## src/backlight_dimming_ctrl_regs.vh

```
// register map, field positions, reset values and timing counts
`ifndef BACKLIGHT_DIMMING_CTRL_REGS_VH
`define BACKLIGHT_DIMMING_CTRL_REGS_VH
`define SLAVE_ADDR 7'h2c
`define OFS_BRIGHTNESS 8'h00
`define OFS_DEVICE_CONTROL 8'h01
`define OFS_FAULT_STATE 8'h02
`define RST_BRIGHTNESS 8'hff
`define RST_DEVICE_CONTROL 8'h00
`define RST_FAULT_STATE 8'h00
`define CTL_ON_BIT 0
`define CTL_SRC_BIT 1
`define CTL_MODE_BIT 2
`define CTL_RW_MASK 8'h07
`define FS_ANY_BIT 0
`define FS_THERMAL_BIT 1
`define FS_OVERCURRENT_BIT 2
`define FS_BL_STATE_BIT 3
`define FS_SINGLE_BIT 4
`define FS_MULTI_BIT 5
`define CLK_HZ 50000000
`define TURN_ON_MS 10
`define TURN_ON_CYCLES ((`CLK_HZ / 1000) * `TURN_ON_MS)
`define MIN_DUTY_FLOOR 8'h07
`endif

```

## src/dimming_pwm_gen.v

```verilog
// free-running 8-bit dimming pwm generator
`default_nettype none
module dimming_pwm_gen #(
    parameter integer PRESCALE = 98
)
(
    input wire clk,
    input wire rst,
    input wire ce,
    input wire [7:0] duty,
    output reg pwm_out,
    output reg period_start
);
    reg [15:0] pre_r;
    reg [7:0] phase_r;
    reg [7:0] duty_r;
    // duty is latched per period so the edge never glitches mid-cycle
    always @(posedge clk)
    begin
        if (rst)
        begin
            pre_r <= 16'h0000;
            phase_r <= 8'h00;
            duty_r <= 8'h00;
            pwm_out <= 1'b0;
            period_start <= 1'b0;
        end
        else if (ce)
        begin
            period_start <= 1'b0;
            if (pre_r == PRESCALE[15:0] - 16'h0001)
            begin
                pre_r <= 16'h0000;
                phase_r <= phase_r + 8'h01;
                if (phase_r == 8'hff)
                begin
                    duty_r <= duty;
                    period_start <= 1'b1;
                end
                pwm_out <= (duty_r == 8'hff) || (phase_r < duty_r);
            end
            else
            begin
                pre_r <= pre_r + 16'h0001;
            end
        end
    end
endmodule
`default_nettype wire

```

## src/backlight_dimming_ctrl_regs.v

```verilog
// smbus register bank and dimming duty mux of the backlight controller
`include "backlight_dimming_ctrl_regs.vh"
`default_nettype none
module backlight_dimming_ctrl_regs #(
    parameter integer TURN_ON_CYCLES = `TURN_ON_CYCLES,
    parameter integer PRESCALE = 98
)
(
    input wire clk,
    input wire rst,
    input wire ce,
    input wire smb_clk_in,
    input wire smb_data_in,
    output reg smb_data_oe,
    output reg smb_data_out,
    input wire ext_duty_input,
    input wire thermal_fault_in,
    input wire overcurrent_in,
    input wire [7:0] channel_fault_in,
    input wire undervoltage_in,
    output reg led_enable,
    output reg dimming_pwm,
    output reg backlight_on_state,
    output reg [7:0] applied_duty
);
    localparam [6:0] ST_IDLE = 7'b0000001;
    localparam [6:0] ST_ADDR = 7'b0000010;
    localparam [6:0] ST_ACK = 7'b0000100;
    localparam [6:0] ST_WBYTE = 7'b0001000;
    localparam [6:0] ST_RBYTE = 7'b0010000;
    localparam [6:0] ST_RACK = 7'b0100000;
    localparam [6:0] ST_SKIP = 7'b1000000;
    // bit count of a set vector, used for channel fault summary
    function [3:0] pop8;
        input [7:0] v;
        integer k;
        begin
            pop8 = 4'h0;
            for (k = 0; k < 8; k = k + 1)
                pop8 = pop8 + {3'b000, v[k]};
        end
    endfunction
    // synchronisers for every pin-side input
    reg [1:0] scl_s, sda_s, ext_duty_input_s, th_s, oc_s, uv_s;
    reg [7:0] ch_s1, ch_s2;
    always @(posedge clk)
    begin
        if (rst)
        begin
            scl_s <= 2'b11;
            sda_s <= 2'b11;
            ext_duty_input_s <= 2'b00;
            th_s <= 2'b00;
            oc_s <= 2'b00;
            uv_s <= 2'b00;
            ch_s1 <= 8'h00;
            ch_s2 <= 8'h00;
        end
        else if (ce)
        begin
            scl_s <= {scl_s[0], smb_clk_in};
            sda_s <= {sda_s[0], smb_data_in};
            ext_duty_input_s <= {ext_duty_input_s[0], ext_duty_input};
            th_s <= {th_s[0], thermal_fault_in};
            oc_s <= {oc_s[0], overcurrent_in};
            uv_s <= {uv_s[0], undervoltage_in};
            ch_s1 <= channel_fault_in;
            ch_s2 <= ch_s1;
        end
    end
    wire scl = scl_s[1];
    wire sda = sda_s[1];
    reg scl_d, sda_d;
    always @(posedge clk)
    begin
        if (rst)
        begin
            scl_d <= 1'b1;
            sda_d <= 1'b1;
        end
        else if (ce)
        begin
            scl_d <= scl;
            sda_d <= sda;
        end
    end
    wire scl_rise = scl & ~scl_d;
    wire scl_fall = ~scl & scl_d;
    wire start_c = scl & scl_d & sda_d & ~sda;
    wire stop_c = scl & scl_d & ~sda_d & sda;
    // registers
    reg [7:0] brightness_value_r;
    reg [7:0] device_control_r;
    reg [7:0] fault_and_state_r;
    reg [7:0] pin_duty_r;
    wire on_bit = device_control_r[`CTL_ON_BIT];
    wire src_bit = device_control_r[`CTL_SRC_BIT];
    wire duty_interpretation_bit = device_control_r[`CTL_MODE_BIT];
    wire [7:0] ctl_mask = `CTL_RW_MASK;
    // smbus slave: write byte (addr,cmd,data) and read byte (addr,cmd,rs,addr,data)
    reg [6:0] st_r;
    reg [7:0] sh_r;
    reg [3:0] cnt_r;
    reg [1:0] phase_r;
    reg rd_r, ack_r;
    reg [7:0] cmd_r;
    function [7:0] read_mux;
        input [7:0] a, b, c, d;
        begin
            case (a)
                `OFS_BRIGHTNESS: read_mux = b;
                `OFS_DEVICE_CONTROL: read_mux = c & ctl_mask;
                `OFS_FAULT_STATE: read_mux = d;
                default: read_mux = 8'h00;
            endcase
        end
    endfunction
    wire [7:0] rd_val = read_mux(cmd_r, applied_duty, device_control_r, fault_and_state_r);
    always @(posedge clk)
    begin
        if (rst)
        begin
            st_r <= ST_IDLE;
            sh_r <= 8'h00;
            cnt_r <= 4'h0;
            phase_r <= 2'b00;
            rd_r <= 1'b0;
            ack_r <= 1'b0;
            cmd_r <= 8'h00;
            smb_data_oe <= 1'b0;
            smb_data_out <= 1'b0;
            brightness_value_r <= `RST_BRIGHTNESS;
            device_control_r <= `RST_DEVICE_CONTROL;
        end
        else if (ce)
        begin
            if (start_c)
            begin
                st_r <= ST_ADDR;
                cnt_r <= 4'h0;
                smb_data_oe <= 1'b0;
            end
            else if (stop_c)
            begin
                st_r <= ST_IDLE;
                phase_r <= 2'b00;
                smb_data_oe <= 1'b0;
            end
            else
            begin
                case (st_r)
                    ST_IDLE: ;
                    ST_ADDR, ST_WBYTE:
                        if (scl_rise)
                        begin
                            sh_r <= {sh_r[6:0], sda};
                            cnt_r <= cnt_r + 4'h1;
                        end
                        else if (scl_fall && cnt_r == 4'h8)
                        begin
                            cnt_r <= 4'h0;
                            if (st_r == ST_ADDR)
                            begin
                                ack_r <= (sh_r[7:1] == `SLAVE_ADDR);
                                rd_r <= sh_r[0];
                                smb_data_oe <= (sh_r[7:1] == `SLAVE_ADDR);
                                if (sh_r[7:1] != `SLAVE_ADDR)
                                    phase_r <= 2'b00;
                                st_r <= (sh_r[7:1] == `SLAVE_ADDR) ? ST_ACK : ST_SKIP;
                            end
                            else
                            begin
                                smb_data_oe <= 1'b1;
                                ack_r <= 1'b1;
                                st_r <= ST_ACK;
                                if (phase_r == 2'b00)
                                begin
                                    cmd_r <= sh_r;
                                    phase_r <= 2'b01;
                                end
                                else if (cmd_r == `OFS_BRIGHTNESS)
                                begin
                                    if (!src_bit)
                                        brightness_value_r <= sh_r;
                                end
                                else if (cmd_r == `OFS_DEVICE_CONTROL)
                                begin
                                    device_control_r <= sh_r & ctl_mask;
                                end
                            end
                        end
                    ST_ACK:
                        if (scl_fall)
                        begin
                            if (rd_r && ack_r)
                            begin
                                sh_r <= rd_val;
                                smb_data_oe <= ~rd_val[7];
                                cnt_r <= 4'h1;
                                st_r <= ST_RBYTE;
                            end
                            else
                            begin
                                smb_data_oe <= 1'b0;
                                st_r <= ST_WBYTE;
                            end
                        end
                    ST_RBYTE:
                        if (scl_fall)
                        begin
                            if (cnt_r == 4'h8)
                            begin
                                smb_data_oe <= 1'b0;
                                st_r <= ST_RACK;
                            end
                            else
                            begin
                                smb_data_oe <= ~sh_r[6];
                                sh_r <= {sh_r[6:0], 1'b0};
                                cnt_r <= cnt_r + 4'h1;
                            end
                        end
                    ST_RACK:
                        if (scl_fall)
                            st_r <= ST_SKIP;
                    ST_SKIP: ;
                    default: st_r <= ST_IDLE;
                endcase
            end
        end
    end
    // pin duty measurement over one 256-tick window
    reg [15:0] mpre_r;
    reg [7:0] mtick_r, mhigh_r;
    always @(posedge clk)
    begin
        if (rst)
        begin
            mpre_r <= 16'h0000;
            mtick_r <= 8'h00;
            mhigh_r <= 8'h00;
            pin_duty_r <= 8'hff;
        end
        else if (ce)
        begin
            if (mpre_r == PRESCALE[15:0] - 16'h0001)
            begin
                mpre_r <= 16'h0000;
                mtick_r <= mtick_r + 8'h01;
                if (mtick_r == 8'hff)
                begin
                    // all-high window saturates at full scale
                    pin_duty_r <= ext_duty_input_s[1] ? 8'hff : mhigh_r;
                    mhigh_r <= 8'h00;
                end
                else if (ext_duty_input_s[1] && mhigh_r != 8'hff)
                    mhigh_r <= mhigh_r + 8'h01;
            end
            else
                mpre_r <= mpre_r + 16'h0001;
        end
    end
    // duty mux
    wire [15:0] prod = brightness_value_r * pin_duty_r;
    wire [15:0] prod_n = prod / 16'd255;
    reg [7:0] duty_nxt;
    always @*
    begin
        if (src_bit)
            duty_nxt = pin_duty_r;
        else if (duty_interpretation_bit)
            duty_nxt = brightness_value_r;
        else
            duty_nxt = prod_n[7:0];
    end
    // floor keeps minimum output near 2.7 percent
    wire [7:0] floored = (duty_nxt < `MIN_DUTY_FLOOR) ? `MIN_DUTY_FLOOR : duty_nxt;
    wire pwm_raw;
    dimming_pwm_gen #(
        .PRESCALE(PRESCALE)
    ) u_pwm (
        .clk(clk),
        .rst(rst),
        .ce(ce),
        .duty(floored),
        .pwm_out(pwm_raw),
        .period_start()
    );
    // turn-on sequencing and status
    reg [31:0] on_cnt_r;
    reg on_r;
    always @(posedge clk)
    begin
        if (rst)
        begin
            on_cnt_r <= 32'h00000000;
            on_r <= 1'b0;
            applied_duty <= `RST_BRIGHTNESS;
            led_enable <= 1'b0;
            dimming_pwm <= 1'b0;
            backlight_on_state <= 1'b0;
            fault_and_state_r <= `RST_FAULT_STATE;
        end
        else if (ce)
        begin
            if (!on_bit || uv_s[1] || th_s[1])
            begin
                on_r <= 1'b0;
                on_cnt_r <= 32'h00000000;
            end
            else if (!on_r)
            begin
                // startup delay stays inside the turn-on bound
                if (on_cnt_r >= TURN_ON_CYCLES - 1)
                    on_r <= 1'b1;
                else
                    on_cnt_r <= on_cnt_r + 32'h00000001;
            end
            applied_duty <= src_bit ? pin_duty_r : floored;
            dimming_pwm <= pwm_raw;
            led_enable <= on_r && on_bit && pwm_raw;
            backlight_on_state <= on_r && on_bit;
            fault_and_state_r <= {2'b00,
                (pop8(ch_s2) > 4'h1),
                (pop8(ch_s2) > 4'h0),
                on_r && on_bit,
                oc_s[1],
                th_s[1],
                th_s[1] | oc_s[1] | (ch_s2 != 8'h00)};
        end
    end
endmodule
`default_nettype wire

```

## config.mk

```make
export PLATFORM = sky130hd
export DESIGN_NAME = backlight_dimming_ctrl_regs
export DESIGN_NICKNAME = d
export VERILOG_FILES = /design/src/dimming_pwm_gen.v /design/src/backlight_dimming_ctrl_regs.v
export VERILOG_INCLUDE_DIRS = /design/src
export SDC_FILE = /design/constraint.sdc
export NUM_CORES = 1
export LEC_CHECK = 0
export ABC_AREA = 0
export BUFFER_PORTS_ARGS = -buffer_cell sky130_fd_sc_hd__buf_2
export CAP_MARGIN = 20
export CORE_UTILIZATION = 25
export DETAILED_ROUTE_END_ITERATION = 10
export PLACE_DENSITY = 0.4
export SLEW_MARGIN = 0
export SYNTH_ARGS = -nofsm -noshare
export SYNTH_HDL_FRONTEND = slang
export SYNTH_SLANG_ARGS = --single-unit
```

## constraint.sdc

```tcl
create_clock -name clk -period 21.5 [get_ports clk]
set_input_delay 4.3 -clock clk [delete_from_list [all_inputs] [get_ports clk]]
set_output_delay 4.3 -clock clk [all_outputs]
set_load 0.02 [all_outputs]
```

==> results of run 1 <==
==> per-layer routing <==
| metal | track usage, % | vias up |
|---|---|---|
| met3 | 1.89 | 28 |
| met2 | 21.0 | 164 |
| met1 | 18.8 | 5443 |
| met4 | 3.74 | 0 |
| met5 | 0 | - |
| li1 | - | 5788 |
==> worst reg2reg max path: cells and delay by family (launching register included) <==
kind | cells | cell delay [ps]
AO/OA/AOI/OAI | 12 | 3930
flip-flops | 1 | 550
AND/OR/NAND/NOR | 8 | 2320
XOR/XNOR | 1 | 450
buffers and inverters | 3 | 150
adder cells (fa/ha/maj) | 5 | 2550
multiplexers | 2 | 380
==> Yosys cell counts (all sizes together), types with 7 or more instances <==
cell type,count
nor2,209
dfxtp,194
nand2,155
a21oi,93
inv,90
and2,67
o21ai,64
mux2i,60
ha,58
xor2,48
clkbuf,47
nor3,47
nand3,42
fa,40
a211oi,34
xnor2,27
and3,26
nand4,25
nor4,23
a31oi,19
or3,17
o211ai,16
or2,14
nand2b,12
nor2b,12
o31ai,11
a21o,10
a211o,9
mux2,9
o22a,9
o31a,9
or4,9
and4,7
buf,7
o211a,7
o21a,7
==> logic make-up after synthesis <==
group	Yosys count	share of synthesized area, %
adders and majority gates	99	11.5
muxes	69	5.32
buffers and inverters	145	4.16
and+or+nand+nor	688	25.8
AOI/OAI and AO/OA	348	18.9
xor gates and xnor gates	76	5.15
DFF	194	29.1
other	1	0.0281
==> power breakdown <==
group | switching [mW] | internal [mW] | leakage [nW]
registers | 0.00426 | 0.364 | 1.57
clock network | 0.143 | 0.158 | 0.263
logic | 0.0187 | 0.0106 | 3.61
==> how the worst min path moves through the flow <==
| stage | end | cells past startpoint |
|---|---|---|
| after floorplan | cmd_r[7] | 2 |
| final | cmd_r[3] | 2 |
| after CTS | cmd_r[3] | 2 |
| after global placement | cmd_r[3] | 2 |
| after detailed placement | cmd_r[4] | 2 |
| after global routing | cmd_r[5] | 2 |
==> cell type report <==
cell class	instances	area, um2
inverters	91	342
multi-input cells	1281	8900
fillers	5666	37900
repair buffers	35	211
clock inverters	10	72.6
well taps	688	861
clock buffers	22	474
flip-flops and latches	194	3880
==> per-stage QoR <==
step                area, um2  setup slack, ps  cells  hold WS (ps)
floorplan               13300            12470   1620           432
global placement        14200            11180   2287           445
detailed placement      14200            11200   2287           446
CTS                     14700            11130   2319           458
global route            14700            10480   2321           466
finish                  14700            11060   2321           454
==> results.sh, run 1 <==
export IMPL_synth_top_area_share_pct=29.1
export IMPL_route_detailed_drc=0
export IMPL_r2r_end="applied_duty[2]"
export IMPL_antenna_found_initial=1
export IMPL_fmax_ghz=0.0958
export IMPL_finalWeightedCongestion=0.815
export IMPL_ys_warnings_count=0
export IMPL_crit_type="register to register"
export IMPL_mostFrequentLayoutCells="nor2_1 (207), dfxtp_1 (194), nand2_1 (155)"
export IMPL_largest_reg_flops=32
export IMPL_setup_worst_path_start="brightness_value_r[0]"
export IMPL_worstSkewPairLatency_ps=440
export IMPL_core_mm2=0.0527
export IMPL_avgSynthCellArea_um2=8.23
export IMPL_ys_seq_elements=194
export IMPL_ys_flop_type="dfxtp_1"
export IMPL_wl_met2_um=15900
export IMPL_hp_class="register to register"
export IMPL_die_w_um=233
export IMPL_fin_crit_ps=10440
export IMPL_rsz0062_at_grt="no"
export IMPL_cts_hold_buf=0
export IMPL_synth_area_leaders="dfxtp_1 (29%), fa_1 (6.0%), nor2_1 (5.8%)"
export IMPL_r2r_setup_slack_ps=11060
export IMPL_yosysTopAreaCell="dfxtp_1"
export IMPL_grt_pass1_wl_um=58400
export IMPL_postCtsSetupBuffers=0
export IMPL_clk_pin_slew_ps=70
export IMPL_syn_nets=1735
export IMPL_rows=84
export IMPL_synth_edf_count=0
export IMPL_cts_resized=0
export IMPL_setup_viol=0
export IMPL_startpoint_type="register"
export IMPL_dr_pass1_iters=5
export IMPL_syn_to_final_growth_pct=10.6
export IMPL_grt_max_degree=62
export IMPL_r2r_start="brightness_value_r[0]"
export IMPL_cpLargestDelayFamily="compound AO/OA/AOI/OAI gates"
export IMPL_hpwl_um=27200
export IMPL_worstPathArrival_ps=10770
export IMPL_hp_start="cmd_r[3]"
export IMPL_syn_cell_area_mm2=0.0133
export IMPL_max_slew_margin_pct=49.2
export IMPL_cp_slowest_cell="or4_1"
export IMPL_wl_met1_um=18300
export IMPL_wl_met3_um=1030
export IMPL_port_buffers=28
export IMPL_critPathMaxFanout=10
export IMPL_fin_setup_tns_ps=0
export IMPL_floorplan_initialDensity_pct=25.3
export IMPL_required_ps=21830
export IMPL_clockRootBuffer="clkbuf_16"
export IMPL_nets=1735
export IMPL_numCtsBuffers=17
export IMPL_first_iter_violations=612
export IMPL_ioPinCount=30
export IMPL_maxCapViolations=0
export IMPL_mostFrequentLayoutCell="nor2_1"
export IMPL_power_density_mw_per_mm2=47.3
export IMPL_crit_buf_inv=3
export IMPL_ys_seq_area_share_pct=29.1
export IMPL_vias=11400
export IMPL_crit_cells=31
export IMPL_viasPerCell=4.92
export IMPL_status="completed"
export IMPL_fin_skew_ps=10.9
export IMPL_fp_dieH_um=233
export IMPL_final_antenna_net_count=0
export IMPL_drt_wl_total_um=35800
export IMPL_cp_end_kind="register"
export IMPL_peakVddDrop_v=0.0000561
export IMPL_finalHoldViolations=0
export IMPL_finalCritPeriodShare_pct=48.6
export IMPL_slew_viol_final=0
export IMPL_cts_max_path_buffers=2
export IMPL_die_area_mm2=0.0543
export IMPL_wire_per_inst_um=15.4
export IMPL_async_reset_ff_share_pct=0
export IMPL_largest_register="on_cnt_r"
export IMPL_cts_sinks=194
export IMPL_synthCells=1620
export IMPL_finalPower_mw=0.698
export IMPL_cts_tree="yes"
export IMPL_worst_pin_slew_ps=756
export IMPL_p_leak_nw=5.45
export IMPL_routed_top_layer="met4"
export IMPL_utilization_pct=28.0
export IMPL_drive_gt1_share_pct=8.27
export IMPL_diodes=0
export IMPL_cp_slowest_stage_delay_ps=780
export IMPL_grt_overflow=0
export IMPL_grt_total_usage_pct=13.3
export IMPL_grt_pass1_vias=10900
export IMPL_yosys_cell_types_count=105
export IMPL_cp_endpoint="applied_duty[2]"
export IMPL_rr_worst_depth=31
export IMPL_htreeDepth=4
export IMPL_top_regs="on_cnt_r: 32 flops, mpre_r: 16 flops, u_pwm.pre_r: 16 flops"
Power figures use the tool's default switching activity.
==> inputs of run 2 (changes only) <==
ABC_AREA = 1   (was 0)
PLACE_DENSITY = 0.41   (was 0.4)
clock period = 8.5 ns   (was 21.5 ns; I/O delays follow)
==> results.sh, run 2 <==
export IMPL_ys_flop_type="dfxtp_1"
export IMPL_clockRootBuffer="clkbuf_16"
export IMPL_grt_max_degree=61
export IMPL_cts_tree="yes"
export IMPL_slew_viol_final=0
export IMPL_finalWeightedCongestion=0.809
export IMPL_status="complete, but fails checks"
export IMPL_first_iter_violations=637
export IMPL_fin_hold_ws_ps=442
export IMPL_rows=84
export IMPL_rsz0062_at_grt="yes"
export IMPL_worstSkewPairLatency_ps=450
export IMPL_cts_max_path_buffers=2
export IMPL_cts_sinks=194
export IMPL_intPower_mw=1.51
export IMPL_wire_per_inst_um=12.8
export IMPL_yosysTopAreaCell="dfxtp_1"
export IMPL_port_buffers=28
export IMPL_p_leak_nw=7.61
export IMPL_final_fill_count=5755
export IMPL_syn_nets=2117
export IMPL_hpwl_um=27800
export IMPL_mostFrequentLayoutCell="inv_1"
export IMPL_fin_crit_ps=8520
export IMPL_p_sw_share_pct=27.0
export IMPL_grt_pass1_wl_um=61400
export IMPL_utilization_pct=32.4
export IMPL_hp_class="register to register"
export IMPL_ys_seq_elements=194
export IMPL_synthTopCellsByCount="nand2_1 (402), inv_1 (365), nor2_1 (207), dfxtp_1 (194), a21oi_1 (118)"
export IMPL_cp_slowest_cell="fa_1"
export IMPL_fin_skew_ps=9.25
export IMPL_mostFrequentLayoutCells="inv_1 (344), nand2_1 (329), nor2_1 (190)"
export IMPL_finalHoldViolations=0
export IMPL_die_w_um=233
export IMPL_fp_dieH_um=233
export IMPL_vias=12900
export IMPL_syn_to_final_growth_pct=28.0
export IMPL_r2r_setup_slack_ps=-20
export IMPL_yosysMostFrequentCell="nand2_1"
export IMPL_clk_pin_slew_ps=70
export IMPL_startpoint_type="register"
export IMPL_synth_top_area_share_pct=29.2
export IMPL_top_regs="on_cnt_r: 32 flops, mpre_r: 16 flops, u_pwm.pre_r: 16 flops"
export IMPL_power_switching_mw=0.560
export IMPL_synth_area_leaders="dfxtp_1 (29%), nand2_1 (11%), inv_1 (10%)"
export IMPL_grt_overflow=0
export IMPL_p_clk_share_pct=42.3
export IMPL_worst_pin_slew_ps=787
export IMPL_dr_pass1_iters=5
export IMPL_cp_end_kind="register"
export IMPL_violations="negative setup slack"
export IMPL_htreeDepth=4
export IMPL_viasPerCell=4.48
export IMPL_fin_setup_tns_ps=-30.8
export IMPL_die_area_mm2=0.0542
export IMPL_required_ps=8850
export IMPL_syn_cell_area_mm2=0.0133
export IMPL_grt_total_usage_pct=13.8
export IMPL_route_detailed_drc=0
export IMPL_ys_warnings_count=0
export IMPL_critPathMaxFanout=8
export IMPL_core_mm2=0.0526
export IMPL_worstPathArrival_ps=8870
export IMPL_diodes=0
export IMPL_multi_input_area_mm2=0.00870
export IMPL_nets=2286
export IMPL_finalCritPeriodShare_pct=100
export IMPL_cp_slowest_stage_delay_ps=560
export IMPL_ys_seq_area_share_pct=29.2
export IMPL_largest_reg_flops=32
export IMPL_setup_viol=3
export IMPL_seq_power_share_pct=46.9
export IMPL_largest_register="on_cnt_r"
export IMPL_async_reset_ff_share_pct=0
export IMPL_floorplan_initialDensity_pct=25.3
export IMPL_avgSynthCellArea_um2=6.65
export IMPL_peakVddDrop_v=0.000141
export IMPL_grt_pass1_vias=12700
export IMPL_regArea_mm2=0.00391
export IMPL_crit_type="register to register"
export IMPL_synth_edf_count=0
export IMPL_dp_slack_ps=-403
export IMPL_drt_wl_total_um=36800
export IMPL_final_antenna_net_count=0
export IMPL_fmax_ghz=0.117
export IMPL_antenna_found_initial=0
export IMPL_finalWorstSetupSlack_ps=-23.9
export IMPL_yosys_cell_types_count=58
export IMPL_combPwrFrac_pct=10.8
export IMPL_maxCapViolations=0
export IMPL_power_density_mw_per_mm2=122
export IMPL_drive_gt1_share_pct=22.9
export IMPL_max_slew_margin_pct=47.1
export IMPL_ioPinCount=30
export IMPL_cp_common_cell="nand2_2"
export IMPL_synthCells=2002
export IMPL_numCtsBuffers=17
## run 2: cell count changes after synthesis, moves of 32 or more
| cell | previous run | this run |
|---|---|---|
| a21oi_1 | 86 | 118 |
| o21ai_0 | 54 | 115 |
| nand2_1 | 155 | 402 |
| xor2_1 | 48 | 14 |
| inv_1 | 90 | 365 |
| mux2i_1 | 60 | 0 |
| and2_1 | 67 | 1 |
| nand3_1 | 41 | 91 |
## run 2: metal layers
metal	track usage (%)	part of all wire, %
met1	18.2	49
met2	23.5	48
met3	2.16	2.2
met4	2.88	1.0
met5	0	0
## run 2: power by group through the flow
stage | Sequential (mW) | Combinational, mW | Clock [mW]
finish | 0.971 | 0.224 | 0.877
global route | 0.976 | 0.258 | 0.941
CTS | 0.972 | 0.226 | 0.909
detailed placement | 0.994 | 0.224 | 0
global placement | 0.994 | 0.224 | 0
floorplan | 0.990 | 0.162 | 0
## run 2: cell type report
type	instances	area share, %
Multi-Input combinational cell	1369	51.0
Sequential cell	194	23.0
Inverter	387	8.64
Timing Repair Buffer	202	8.62
Tap cell	688	5.05
Clock buffer	18	2.52
Clock inverter	14	1.17
## run 2: critical path: cells and delay by family (launching register included)
family                     cells  cell delay (ps)
buffers and inverters         11              940
and+or+nand+nor               47             4390
AOI/OAI and AO/OA              2              300
DFF                            1              380
adders and majority gates      5             2410
## run 2: path summary, 6_finish.rpt
path,from,endpoint,depth (start not counted)
max,pin_duty_r[2],applied_duty[1],65
min,on_cnt_r[26],on_cnt_r[26],2
max reg2reg,pin_duty_r[2],applied_duty[1],65
min reg2reg,on_cnt_r[26],on_cnt_r[26],2
## run 2: stage by stage
| step | area [um2] | total power, mW | instances |
|---|---|---|---|
| floorplan | 13300 | 1.15 | 2002 |
| global placement | 15200 | 1.22 | 2811 |
| detailed placement | 15200 | 1.22 | 2811 |
| CTS | 16300 | 2.11 | 2856 |
| global route | 17000 | 2.17 | 2872 |
| finish | 17000 | 2.07 | 2872 |
## run 2: repair_timing
item                       4_1_cts  5_1_grt
resized for setup               94      172
setup buffers                   11       16
gates cloned                     2        0
hold buffers                     0        0
pin swaps                       30       65
setup endpoints to repair        6        6
## run 2: kinds of logic (layout without fill, tap and decap cells)
logic type      after synthesis  after routing  share of synthesized area (%)
fa+ha+maj                    98             98                           11.5
flops                       194            194                           29.2
buf+inv                     441            621                           12.5
compound gates              335            335                           14.4
other cells                   1              1                         0.0282
simple gates                915            917                           31.3
xor+xnor                     18             18                           1.18
